==> src/common/gpfs_pkg.sv <==
// Purpose: Shared constants, types and helpers for the pin function select block.
// Assumes: Twenty pins, three-bit function codes, six alternate functions per pin.
// Notes: Register addresses are full byte addresses on the APB bus.
package gpfs_pkg;
  localparam int NPINS = 20; // Pins covered by the two select registers
  localparam int NALT = 6; // Alternate functions per pin
  localparam int CODEW = 3; // Width of one function code
  localparam int PER_REG = 10; // Codes held by one register
  localparam int ALTW = NPINS * NALT; // Flat width of per-pin alternate buses
  localparam int CODESW = NPINS * CODEW; // Flat width of all codes
  localparam int FIELDS_MSB = 29; // Top bit of the used fields
  localparam int SEL1_HI_LSB = 27; // Low bit of the last field in a register
  localparam logic [31:0] ADDR_SEL0 = 32'h7e200000; // First select register
  localparam logic [31:0] ADDR_SEL1 = 32'h7e200004; // Second select register
  localparam logic [31:0] SEL_RESET = 32'h00000000; // Reset value, all inputs
  localparam logic [31:0] SEL_MASK = 32'h3fffffff; // Bits 31..30 read as zero
  localparam logic [31:0] RD_ZERO = 32'h00000000; // Read data when unmapped
  // Alternate lines actually fed by a peripheral; a zero ties that line low
  localparam logic [ALTW-1:0] ALT_USED = {ALTW{1'b1}};
  typedef logic [CODEW-1:0] gpfs_code_t;
  localparam gpfs_code_t CODE_IN = 3'h0; // Plain input
  localparam gpfs_code_t CODE_OUT = 3'h1; // Plain output
  localparam gpfs_code_t CODE_ALT0 = 3'h4;
  localparam gpfs_code_t CODE_ALT1 = 3'h5;
  localparam gpfs_code_t CODE_ALT2 = 3'h6;
  localparam gpfs_code_t CODE_ALT3 = 3'h7;
  localparam gpfs_code_t CODE_ALT4 = 3'h3;
  localparam gpfs_code_t CODE_ALT5 = 3'h2;
  localparam logic [2:0] ALT_NONE = 3'h7; // No alternate selected
  // Bus phase states, Gray along idle to answer
  typedef enum logic [1:0] {
    ST_IDLE = 2'h0,
    ST_ANSWER = 2'h1
  } gpfs_state_t;

  // Maps a function code to its alternate number, or ALT_NONE
  function automatic logic [2:0] gpfs_alt_of(input gpfs_code_t code);
    logic [2:0] alt;
    alt = ALT_NONE;
    case (code)
      CODE_ALT0: alt = 3'h0;
      CODE_ALT1: alt = 3'h1;
      CODE_ALT2: alt = 3'h2;
      CODE_ALT3: alt = 3'h3;
      CODE_ALT4: alt = 3'h4;
      CODE_ALT5: alt = 3'h5;
      default: alt = ALT_NONE;
    endcase
    return alt;
  endfunction : gpfs_alt_of

  // Picks one bit of a pin's alternate group
  function automatic logic gpfs_pick(input logic [NALT-1:0] vec, input logic [2:0] alt);
    logic bitVal;
    bitVal = 1'b0;
    if (alt != ALT_NONE) begin
      bitVal = vec[alt];
    end
    return bitVal;
  endfunction : gpfs_pick
endpackage : gpfs_pkg

==> src/common/gpfs_sel_if.sv <==
// Purpose: Carries codes and pin-side signals between register side and multiplexer.
// Assumes: Both ends run on ref_clk; the multiplexer is purely combinational.
// Notes: Flat vectors, pin p owns bits [p*NALT +: NALT] of alternate buses.
`timescale 1ns/10ps
interface gpfs_sel_if;
  import gpfs_pkg::*;
  logic [CODESW-1:0] codes; // All function codes, pin 0 lowest
  logic [NPINS-1:0] gpioOut; // General-purpose output values
  logic [ALTW-1:0] altOut; // Peripheral output values
  logic [ALTW-1:0] altOe; // Peripheral output enables
  logic [NPINS-1:0] pinLevel; // Synchronised pad levels
  logic [NPINS-1:0] muxOut; // Selected pad drive value
  logic [NPINS-1:0] muxOe; // Selected pad output enable
  logic [ALTW-1:0] altIn; // Pad level steered to the chosen peripheral
  modport ctrl (
    output codes, gpioOut, altOut, altOe, pinLevel,
    input muxOut, muxOe, altIn
  );
  modport mux (
    input codes, gpioOut, altOut, altOe, pinLevel,
    output muxOut, muxOe, altIn
  );
endinterface : gpfs_sel_if

==> src/verilog/gpfs_pin_mux.sv <==
// Purpose: Per-pin function multiplexer steered by the three-bit codes.
// Assumes: Inputs are already in the ref_clk domain.
// Notes: Combinational; the top module registers every result.
`timescale 1ns/10ps
module gpfs_pin_mux (
  gpfs_sel_if.mux sel
);
  import gpfs_pkg::*;

  // One slice per pin
  for (genvar p = 0; p < NPINS; p++) begin : g_pin
    wire gpfs_code_t code = sel.codes[p*CODEW +: CODEW]; // This pin's code
    wire [2:0] alt = gpfs_alt_of(code);
    wire isOut = (code == CODE_OUT); // Plain output
    wire [NALT-1:0] used = ALT_USED[p*NALT +: NALT]; // Fed alternates
    wire [NALT-1:0] aOut = sel.altOut[p*NALT +: NALT] & used;
    wire [NALT-1:0] aOe = sel.altOe[p*NALT +: NALT] | ~used;
    // Drive value: GPIO output, an alternate, or nothing for input
    assign sel.muxOut[p] = isOut ? sel.gpioOut[p] : gpfs_pick(aOut, alt);
    // Driver on for output; alternate decides its own; input releases
    assign sel.muxOe[p] = isOut ? 1'b1 : gpfs_pick(aOe, alt);
    // Pad level reaches only the selected peripheral
    for (genvar a = 0; a < NALT; a++) begin : g_alt
      assign sel.altIn[p*NALT + a] = (alt == 3'(a)) & sel.pinLevel[p];
    end
  end
endmodule : gpfs_pin_mux

==> src/verilog/gpfs_top.sv <==
// Purpose: Pin function select for pins 0 to 19, APB slave with two select registers.
// Assumes: Synchronous active-high reset; clkEn low freezes all state.
// Notes: No wait state on any APB access; pad inputs pass three flip-flops.
`timescale 1ns/10ps

// Behaviour
// One three-bit code alone sets each pin
// Code 000 makes pin input, driver released
// Code 001 drives pin from GPIO output
// Codes 100..111 select alternates 0..3
// Code 011 alternate 4, 010 alternate 5
// Unused alternate lines tied low, drive 0
// Reset clears all codes to input
// First register holds pins 0..9, three bits each
// Second register holds pins 10..19 likewise
// Bits 31..30 read zero, ignore writes
// Software uses full 32-bit accesses only
// Registers decoded at 0x7E200000 and 0x7E200004
module gpfs_top (
  input wire logic ref_clk,
  input wire logic reset,
  input wire logic clkEn,
  input wire logic [31:0] paddr,
  input wire logic psel,
  input wire logic penable,
  input wire logic pwrite,
  input wire logic [31:0] pwdata,
  output logic [31:0] prdata,
  output logic pready,
  output logic pslverr,
  input wire logic [gpfs_pkg::NPINS-1:0] gpioOut,
  input wire logic [gpfs_pkg::ALTW-1:0] altOut,
  input wire logic [gpfs_pkg::ALTW-1:0] altOe,
  input wire logic [gpfs_pkg::NPINS-1:0] pinIn,
  output logic [gpfs_pkg::NPINS-1:0] pinOut,
  output logic [gpfs_pkg::NPINS-1:0] pinOe,
  output logic [gpfs_pkg::NPINS-1:0] gpioIn,
  output logic [gpfs_pkg::ALTW-1:0] altIn
);
  import gpfs_pkg::*;

  // Select registers
  logic [31:0] sel0_q; // Pins 0..9
  logic [31:0] sel0_d;
  logic [31:0] sel1_q; // Pins 10..19
  logic [31:0] sel1_d;
  // Bus answer registers
  gpfs_state_t state_q; // Bus phase
  gpfs_state_t state_d;
  logic [31:0] prdata_q; // Read data held through access phase
  logic [31:0] prdata_d;
  logic pready_q; // Access phase ready
  logic pslverr_q; // Unmapped address flag
  logic pslverr_d;
  // Pad input synchroniser
  logic [NPINS-1:0] meta_q; // First stage, read only by second
  logic [NPINS-1:0] sync_q; // Second stage, safe to use
  // Registered pin-side outputs
  logic [NPINS-1:0] pinOut_q;
  logic [NPINS-1:0] pinOe_q;
  logic [NPINS-1:0] gpioIn_q;
  logic [ALTW-1:0] altIn_q;

  // Carrier to the multiplexer
  gpfs_sel_if selIf ();

  // Address decode
  wire hitSel0 = (paddr == ADDR_SEL0);
  wire hitSel1 = (paddr == ADDR_SEL1);
  wire hitAny = hitSel0 | hitSel1;
  wire setupPh = psel & ~penable; // Setup cycle
  wire doneEdge = psel & penable & pready_q; // Transfer completes here
  wire wrDone = doneEdge & pwrite; // Write takes effect
  wire [31:0] wrVal = pwdata & SEL_MASK;

  // Read data selection by address
  logic [31:0] rdSel;
  always_comb begin
    if (hitSel0) begin
      rdSel = sel0_q & SEL_MASK;
    end else if (hitSel1) begin
      rdSel = sel1_q & SEL_MASK;
    end else begin
      rdSel = RD_ZERO;
    end
  end

  // Next register values; only a completed write changes them
  assign sel0_d = (wrDone && hitSel0) ? wrVal : sel0_q;
  assign sel1_d = (wrDone && hitSel1) ? wrVal : sel1_q;

  // Answer is prepared in setup, shown in the access phase
  assign state_d = (state_q == ST_IDLE && setupPh) ? ST_ANSWER : ST_IDLE;
  assign prdata_d = (setupPh && !pwrite) ? rdSel : RD_ZERO;
  assign pslverr_d = setupPh & ~hitAny;

  // Code register update
  always_ff @(posedge ref_clk) begin
    if (reset) begin
      sel0_q <= SEL_RESET;
      sel1_q <= SEL_RESET;
    end else if (clkEn) begin
      sel0_q <= sel0_d;
      sel1_q <= sel1_d;
    end
  end

  // Bus answer update
  always_ff @(posedge ref_clk) begin
    if (reset) begin
      state_q <= ST_IDLE;
      pready_q <= 1'b0;
      prdata_q <= RD_ZERO;
      pslverr_q <= 1'b0;
    end else if (clkEn) begin
      state_q <= state_d;
      pready_q <= (state_d == ST_ANSWER);
      prdata_q <= prdata_d;
      pslverr_q <= pslverr_d;
    end
  end

  // Pad synchroniser
  always_ff @(posedge ref_clk) begin
    if (reset) begin
      meta_q <= '0;
      sync_q <= '0;
    end else if (clkEn) begin
      meta_q <= pinIn;
      sync_q <= meta_q;
    end
  end

  // Carrier drive
  assign selIf.codes = {sel1_q[FIELDS_MSB:0], sel0_q[FIELDS_MSB:0]};
  assign selIf.gpioOut = gpioOut;
  assign selIf.altOut = altOut;
  assign selIf.altOe = altOe;
  assign selIf.pinLevel = sync_q;

  // Multiplexer
  gpfs_pin_mux u_mux (
    .sel(selIf)
  );

  // Pin-side registers; reset leaves every driver released
  always_ff @(posedge ref_clk) begin
    if (reset) begin
      pinOut_q <= '0;
      pinOe_q <= '0;
      gpioIn_q <= '0;
      altIn_q <= '0;
    end else if (clkEn) begin
      pinOut_q <= selIf.muxOut;
      pinOe_q <= selIf.muxOe;
      gpioIn_q <= sync_q;
      altIn_q <= selIf.altIn;
    end
  end

  // Ports from flip-flops
  assign prdata = prdata_q;
  assign pready = pready_q;
  assign pslverr = pslverr_q;
  assign pinOut = pinOut_q;
  assign pinOe = pinOe_q;
  assign gpioIn = gpioIn_q;
  assign altIn = altIn_q;
endmodule : gpfs_top

==> config.mk <==
export PLATFORM = sky130hd
export DESIGN_NAME = gpfs_top
export DESIGN_NICKNAME = d
export VERILOG_FILES = /design/src/common/gpfs_pkg.sv /design/src/common/gpfs_sel_if.sv /design/src/verilog/gpfs_pin_mux.sv /design/src/verilog/gpfs_top.sv
export SDC_FILE = /design/constraint.sdc
export NUM_CORES = 1
export LEC_CHECK = 0
export ABC_AREA = 1
export BUFFER_PORTS_ARGS = -buffer_cell sky130_fd_sc_hd__buf_2
export CORE_AREA = 8 8 210 212
export DETAILED_ROUTE_END_ITERATION = 6
export DIE_AREA = 0 0 218 220
export PLACE_DENSITY_LB_ADDON = 0.15
export SYNTH_ARGS = -nofsm -noshare
export SYNTH_HDL_FRONTEND = slang
export SYNTH_SLANG_ARGS = --single-unit
==> constraint.sdc <==
create_clock -name ref_clk -period 2.1 [get_ports ref_clk]
set_clock_uncertainty 0.05 [all_clocks]
set_input_delay 0.105 -clock ref_clk [delete_from_list [all_inputs] [get_ports ref_clk]]
set_output_delay 0.105 -clock ref_clk [all_outputs]
set_load 0.005 [all_outputs]
* Word level (Yosys, flattened, before mapping)
Cells that the tools add are included.
** Cells by class
- Reduce and logical (&&, ||, !) cells :: 28
- Muxes and demuxes :: 184
- Magnitude comparators :: 20
- Equal/unequal tests :: 263
- Bitwise gates (word level) :: 128
** Operators with widths (count)
- $eq A3 B3 Y1 const B :: 120
- $pmux W3 S6 :: 20
- $eq A3 B2 Y1 const B :: 80
- $and A1 B1 Y1 :: 125
- $mux W1 :: 121
- $bmux W1 S3 :: 40
- $eq A3 B1 Y1 const B :: 40
- $lt A3 B4 Y1 const B :: 20
- $eq A32 B31 Y1 const B :: 2
- $mux W32 :: 2
- $logic_not A3 Y1 :: 20
- $ne A3 B3 Y1 const B :: 20
- $mux W30 :: 1
- $logic_and A1 B1 Y1 :: 4
- $reduce_and A2 Y1 :: 2
- $logic_not A2 Y1 :: 1
- $not A1 Y1 :: 2
- $eq A1 B1 Y1 const B :: 1
- $logic_not A1 Y1 :: 1
- $or A1 B1 Y1 :: 1
** Word-level totals
- Output and inout port bits :: 214
- Bits of input ports :: 350
- Register bits :: 316
- Word-level logic and storage cells :: 635

* Longest topological paths before layout
Gate-level depths: netlist of run 1.
- Depth after elaboration :: 6
- Gate-level depth with buffers :: 13
- Mapped depth without buffers :: 12

* Modules after synthesis
A second synthesis of run 1 with hierarchy kept.
** Unflattened totals
- Cell total of the unflattened synthesis :: 2659
- Area total of the unflattened synthesis :: 16731.0 um^2
** Modules (own cells, without submodules)
- gpfs_top :: cells each 1620, area each 11737.5 um^2, times used 1, sequential area each 6246.0 um^2
- gpfs_pin_mux :: cells each 1039, area each 4993.5 um^2, times used 1, sequential area each 0.0 um^2

* Least setup slack after synthesis of run 1
Ideal clock, no wire load.
- Path kind :: register to register
- From :: register sel1_q[1]
- To :: register pinOut_q[10] (netlist: pinOut[10])
- Cell stages (with the launch flop) :: 12
- Library setup time :: 0.070 ns
- Data required time :: 1.980 ns
- Arrival time :: 1.342 ns
- Buffers on the path :: 0
- Slack :: 0.639 ns
- Clock period less this slack :: 1.461 ns
- Cells stage by stage :: dfxtp_1 > inv_1 > ha_1 > inv_1 > nand2_1 > nand2_1 > nand2_1 > nand2_1 > nand2_1 > nand2_1 > nand2_1 > a21oi_1
** On the way
- Cells in the longest elaborated chain, start to end :: 6
- Elaborated cells between the ends (all ways) :: 13
- Classes of those cells :: eq/ne: 8; mux: 5
** Ends and longest elaborated chain
- start, declared :: RTL line gpfs_top.sv:45 : logic [31:0] sel1_q;
- start signal, assigned :: RTL line gpfs_top.sv:104 : sel1_q <= sel1_d;
- $eq A3 B2 Y1 or $eq A3 B3 Y1 (tied branches) :: RTL line gpfs_pkg.sv:40 : case (code)
- $pmux W3 S6 :: RTL line gpfs_pkg.sv:40
- $bmux W1 S3 :: RTL line gpfs_pkg.sv:57 : bitVal = vec[alt];
- $mux W1 (not written as such) :: RTL line gpfs_pkg.sv:57
- $mux W1 :: RTL line gpfs_pkg.sv:56 : if (alt != ALT_NONE) begin
- $mux W1 (*) :: RTL line gpfs_pin_mux.sv:19 : assign sel.muxOut[p] = isOut ? sel.gpioOut[p] : gpfs_pick(aOut, alt);
- end signal, assigned :: RTL line gpfs_top.sv:154 : pinOut_q <= selIf.muxOut;
- end, declared :: RTL line gpfs_top.sv:59 : logic [NPINS-1:0] pinOut_q;
Every way passes the cells marked *; elsewhere a longest branch is shown, timed or not. The select of a mux whose other input is x is not followed.
A chain may end at the register's enable or synchronous reset.

==> results of run 1 <==
==> power by group <==
part	switching, mW	leakage (nW)	internal (mW)
logic	0.696	7.75	0.614
clock network	2.53	0.567	3.65
registers	0.0491	2.53	6.02
total	3.28	10.9	10.3
==> kinds of logic after synthesis <==
family                     share of synthesized area [%]
AOI/OAI and AO/OA                                  15.60
adders and majority gates                          2.314
buffers and inverters                              10.97
and+or+nand+nor                                    32.60
DFF                                                38.50
other                                            0.02311
==> metal layers <==
metal	vias to the layer above	wire, µm	part of all wire, %
li1	9371	-	-
met2	607	31550	48
met4	2	2861	4.3
met1	8568	26980	41
met5	-	12	0.018
met3	133	4926	7.4
==> timing repair <==
item / CTS / global route
setup endpoints to repair: 0 / 5
hold buffers: 131 / 0
hold endpoints to repair: 122 / 0
setup buffers: 0 / 3
resized for setup: 0 / 14
==> worst max-delay path, cell delays in order <==
cell,delay (ns)
dlygate4sd3_1,0.54
buf_4,0.18
inv_8,0.06
buf_16,0.61
nor2_1,0.09
nor2_1,0.13
dlygate4sd3_1,0.55
==> worst max path at each step <==
stage                       endpoint  slack [ns]
after CTS                  pinOut[5]        0.04
after global routing        pinOe[6]       -0.02
after detailed placement    pinOe[1]        0.25
final                     meta_q[15]        0.09
after floorplan           pinOut[10]        0.64
after global placement     pinOut[9]        0.31
==> through the flow <==
stage	hold WS (ns)	instances
floorplan	0.1899	2505
finish	0.01374	3711
global placement	0.2794	3509
CTS	0.001173	3704
global route	0.02532	3710
detailed placement	0.2866	3509
==> sequential cells by signal, summed over array words and instances (netlist names) <==
name	flops
sel1_q	30
altIn	120
meta_q	20
pinOut	20
state_q	1
sel0_q	30
selIf.pinLevel	20
gpioIn	20
prdata	30
pslverr	1
pinOe	20
==> area by class of cell <==
class,instances,area [µm²]
fillers,4072,18620
multi-input cells,1765,8220
flip-flops and latches,312,6254
repair buffers,721,4433
inverters,313,1191
clock buffers,54,1070
well taps,532,665.6
clock inverters,10,87.58
diodes,4,10.01
==> cell usage in the layout, fill, tap and decap left out, drive strengths merged, types with 7 or more instances in the layout <==
cell,count
clkinv,7
nor3,25
a21oi,268
clkbuf,54
o21ai,188
buf,590
inv,312
nor2,244
nand3b,23
dfxtp,312
nand4,62
nand2,713
a32oi,10
nand3,171
ha,30
dlygate4sd3,131
==> results.cfg, run 1 <==
[outcome]
status = complete, no violations

[timing]
fin_crit_sh_pct = 95.80
maxSlewViolCount = 0
worst_slack_ns = 0.08829
fin_crit_ns = 2.012
worst_pin_slew_ns = 1.042
tns_ns = 0
slew-limit-headroom_pct = 30.56
max_freq_ghz = 0.4971
setup_viol = 0
finalHoldViolations = 0

[clocking]
cts.clk_slew.worst_paths_ns = 0.06
numClockSinks = 312
clk_path_buf_depth = 3
h-tree-depth = 2
cts-root-buf = clkbuf_16
clk_latency_ns = 0.53
cts_tree = yes
numCtsBuffers = 36

[detailed_routing]
wl_mm = 66.33
wl_per_cell_um = 17.87
drc = 0
first_pass_iters = 6
antenna_left = 0
drt-initial-drc-count = 1345
vias = 18680
vias_per_cell = 5.034

[global_routing]
grt_usage_pct = 26.18
top_usage_layer = met2
first_global_vias = 18180
grt.overflow.total = 0
use_met1_pct = 31.14
use_met2_pct = 44.25
antenna_found_initial = 5
grt_max_degree = 231
grt_pass1_wl_mm = 100.4
met3_usage_pct = 6.349

[floorplan]
core_area_um2 = 40550
initial_core_util_pct = 40.01
fp.dieArea_um2 = 47960
dieWidth_um = 218
die_y_um = 220
io_pins = 564
placementRows = 74

[critical_path]
crit_start = clkEn
r2r_end = pinOe[6]
path_max_fanout = 230
worst-r2r-cell-count = 8
end_kind = register
r2r_slack_ns = 0.10
cp.required_ns = 2.52
startpoint_type = input port
crit_arrival_ns = 2.43
r2r_start = sel0_q[18]
path_class = in2reg

[layout]
final_cell_area_um2 = 21930
drive_gt1_share_pct = 21.67
layout.nets = 3529
area_delta_synth_final_pct = 35.17
postLayoutCoreUtil_pct = 54.08

[run]
drv_cap = 0

[synthesis]
async_flop_share_pct = 0
avgSynthCellArea_um2 = 6.479
yosys.area.top_type = dfxtp_1
syn_inst = 2504
synthTopCellsByArea = dfxtp_1, nand2_1, a21oi_1
yosysMostFrequentCell = nand2_1
synthFlopType = dfxtp_1
synth_common_cells = nand2_1, dfxtp_1, inv_1
synth_seq_area_share_pct = 38.50
yosysWarnings = 0
syn_area_um2 = 16220
synth-edff-count = 0
synth_cell_types = 39
synth_top_area_share_pct = 38.50
ys_ff_latch = 312

[pwr]
ir_drop_mv = 0.4880
finalPower_mw = 13.57
p_per_area_nw_per_um2 = 618.6
leakage_nw = 10.85

[placed_design]
hpwl_mm = 49.91
gp_congestion = 0.9345
dpl_cell_area_um2 = 19390
place_ws_ns = 0.2497
portBuffers = 559

[hold_path]
hold_path_startpoint = altOut[71]
hold_depth = 7
hold_path_class = in2reg
whs_endpoint = pinOut[11]
Power figures use the tool's default switching activity.
==> run 2: changes to the inputs <==
--- a/config.mk
+++ b/config.mk
@@ -6,10 +6,11 @@
 export NUM_CORES = 1
 export LEC_CHECK = 0
 export ABC_AREA = 1
-export BUFFER_PORTS_ARGS = -buffer_cell sky130_fd_sc_hd__buf_2
-export CORE_AREA = 8 8 210 212
+export CAP_MARGIN = 20
+export CORE_AREA = 8 8 213 215
 export DETAILED_ROUTE_END_ITERATION = 6
-export DIE_AREA = 0 0 218 220
+export DIE_AREA = 0 0 221 223
+export DONT_BUFFER_PORTS = 1
 export PLACE_DENSITY_LB_ADDON = 0.15
 export SYNTH_ARGS = -nofsm -noshare
 export SYNTH_HDL_FRONTEND = slang
==> results.cfg, run 2 (synthesis gave the netlist of run 1 again) <==
[outcome]
status = complete, no violations

[placed_design]
dp_cells = 2964
portBuffers = 0
hpwl_mm = 47.77
place_ws_ns = 0.3067
gp_congestion = 0.8964
dpl_cell_area_um2 = 16560

[global_routing]
antenna_found_initial = 8
grt_pass1_wl_mm = 103.1
grt.overflow.total = 0
grt_usage_pct = 26.33
grt_max_degree = 173
first_global_vias = 17380

[run]
drv_cap = 0

[clocking]
numCtsBuffers = 38
clk_path_buf_depth = 3
clk_latency_ns = 0.55
numClockSinks = 312
cts.clk_slew.worst_paths_ns = 0.06
h-tree-depth = 2
cts-root-buf = clkbuf_16
cts_tree = yes

[critical_path]
path_cells = inv_1 > nand2_1 > o21ai_1 > nor2_1 > nand2_1 > o211ai_1 > dlygate4sd3_1 > nand4_1 > nand2_1 > inv_1
crit_family = buffers and inverters
path_max_fanout = 8
crit_top_cell = nand2_1
path_class = reg2reg
crit_arrival_ns = 2.45
end_kind = register
cpMaxStageDelayCell = dlygate4sd3_1
startpoint_type = register
cp.required_ns = 2.50
cp_num_buf_inv = 3
crit_path_max_incr_delay_ns = 0.58

[layout]
layout.nets = 3221
final-instance-count-excl-fill = 3421
drive_gt1_share_pct = 5.784
final_common_cell = nand2_1
area_delta_synth_final_pct = 33.89
multi_input_area_um2 = 8274
final_cell_area_um2 = 21720
layout_common_cells = nand2_1, dlygate4sd3_1, dfxtp_1
largest_register_ffs = 120
ff_latch_area_um2 = 6264
fillers = 4202
postLayoutCoreUtil_pct = 51.33

[pwr]
ir_drop_mv = 0.5488
leakage_nw = 9.609
p_per_area_nw_per_um2 = 625.1
finalPower_mw = 13.58

[floorplan]
dieWidth_um = 221
die_y_um = 223
initial_core_util_pct = 38.34
fp.dieArea_um2 = 49280
placementRows = 76
io_pins = 564
core_area_um2 = 42320

[timing]
worst_slack_ns = 0.04404
max_freq_ghz = 0.4864
fin_crit_ns = 2.056
fin_crit_sh_pct = 97.90
tns_ns = 0
slew-limit-headroom_pct = 37.37
holdWs_ns = 0.02940
rsz0062_at_grt = true
maxSlewViolCount = 0
worst_pin_slew_ns = 0.9395
finalHoldViolations = 0
setup_viol = 0

[detailed_routing]
first_pass_iters = 5
wl_mm = 68.23
drc = 0
vias = 17880
vias_per_cell = 5.227
drt-initial-drc-count = 1260
wl_per_cell_um = 19.94
antenna_left = 0

[hold_path]
hold_path_class = in2reg
## run 2: changes by cell type in the layout (fill, tap and decap cells not counted), sizes merged
cell | previous run | this run
clkbuf | 54 | 55
dlygate4sd3 | 131 | 372
clkinv | 7 | 12
diode | 4 | 5
bufinv | 1 | 0
clkinvlp | 3 | 4
buf | 590 | 38
## run 2: path summary, 6_finish.rpt
check,cells past startpoint,slack [ns],end,startpoint
worst min register to register,2,0.43,selIf.pinLevel[17],meta_q[17]
worst max-delay path,10,0.04,pinOe[5],sel0_q[15]
worst min-delay path,3,0.03,pinOe[1],clkEn
worst max register to register,10,0.04,pinOe[5],sel0_q[15]
## run 2: cell type report
class	instances	share of cell area [%]
Tap cell	546	3.145
Clock buffer	55	5.040
Antenna cell	5	0.05760
Inverter	313	5.530
Multi-Input combinational cell	1765	38.09
Timing Repair inverter	1	0.02304
Clock inverter	14	0.4090
Timing Repair Buffer	410	18.87
Sequential cell	312	28.83
## run 2: routing by layer
layer  part of all wire (%)  vias to the layer above  global-route usage [%]
met3                    8.7                      165                   8.680
met5                  0.060                        -                       0
met2                     47                      715                   44.43
li1                       -                     8765                       -
met4                    4.6                        6                   11.36
met1                     39                     8230                   30.27
## run 2: tightest hold or removal path, delay by kind of cell
kind | cells | cell delay, ns
AOI/OAI and AO/OA | 1 | 0.05
buffers and inverters | 1 | 0.22
and+or+nand+nor | 1 | 0.16
## run 2: power breakdown
part / total, mW / switching (mW) / internal, mW
clock network: 6.34 / 2.70 / 3.64
logic: 1.14 / 0.577 / 0.562
registers: 6.10 / 0.0808 / 6.02
total: 13.6 / 3.36 / 10.2
## run 2: timing repair
item                                    CTS  global route
hold endpoints to repair                312             0
setup buffers                             0             8
endpoints found under the setup margin    0            41
hold buffers                            374             0
resized for setup                         0            41
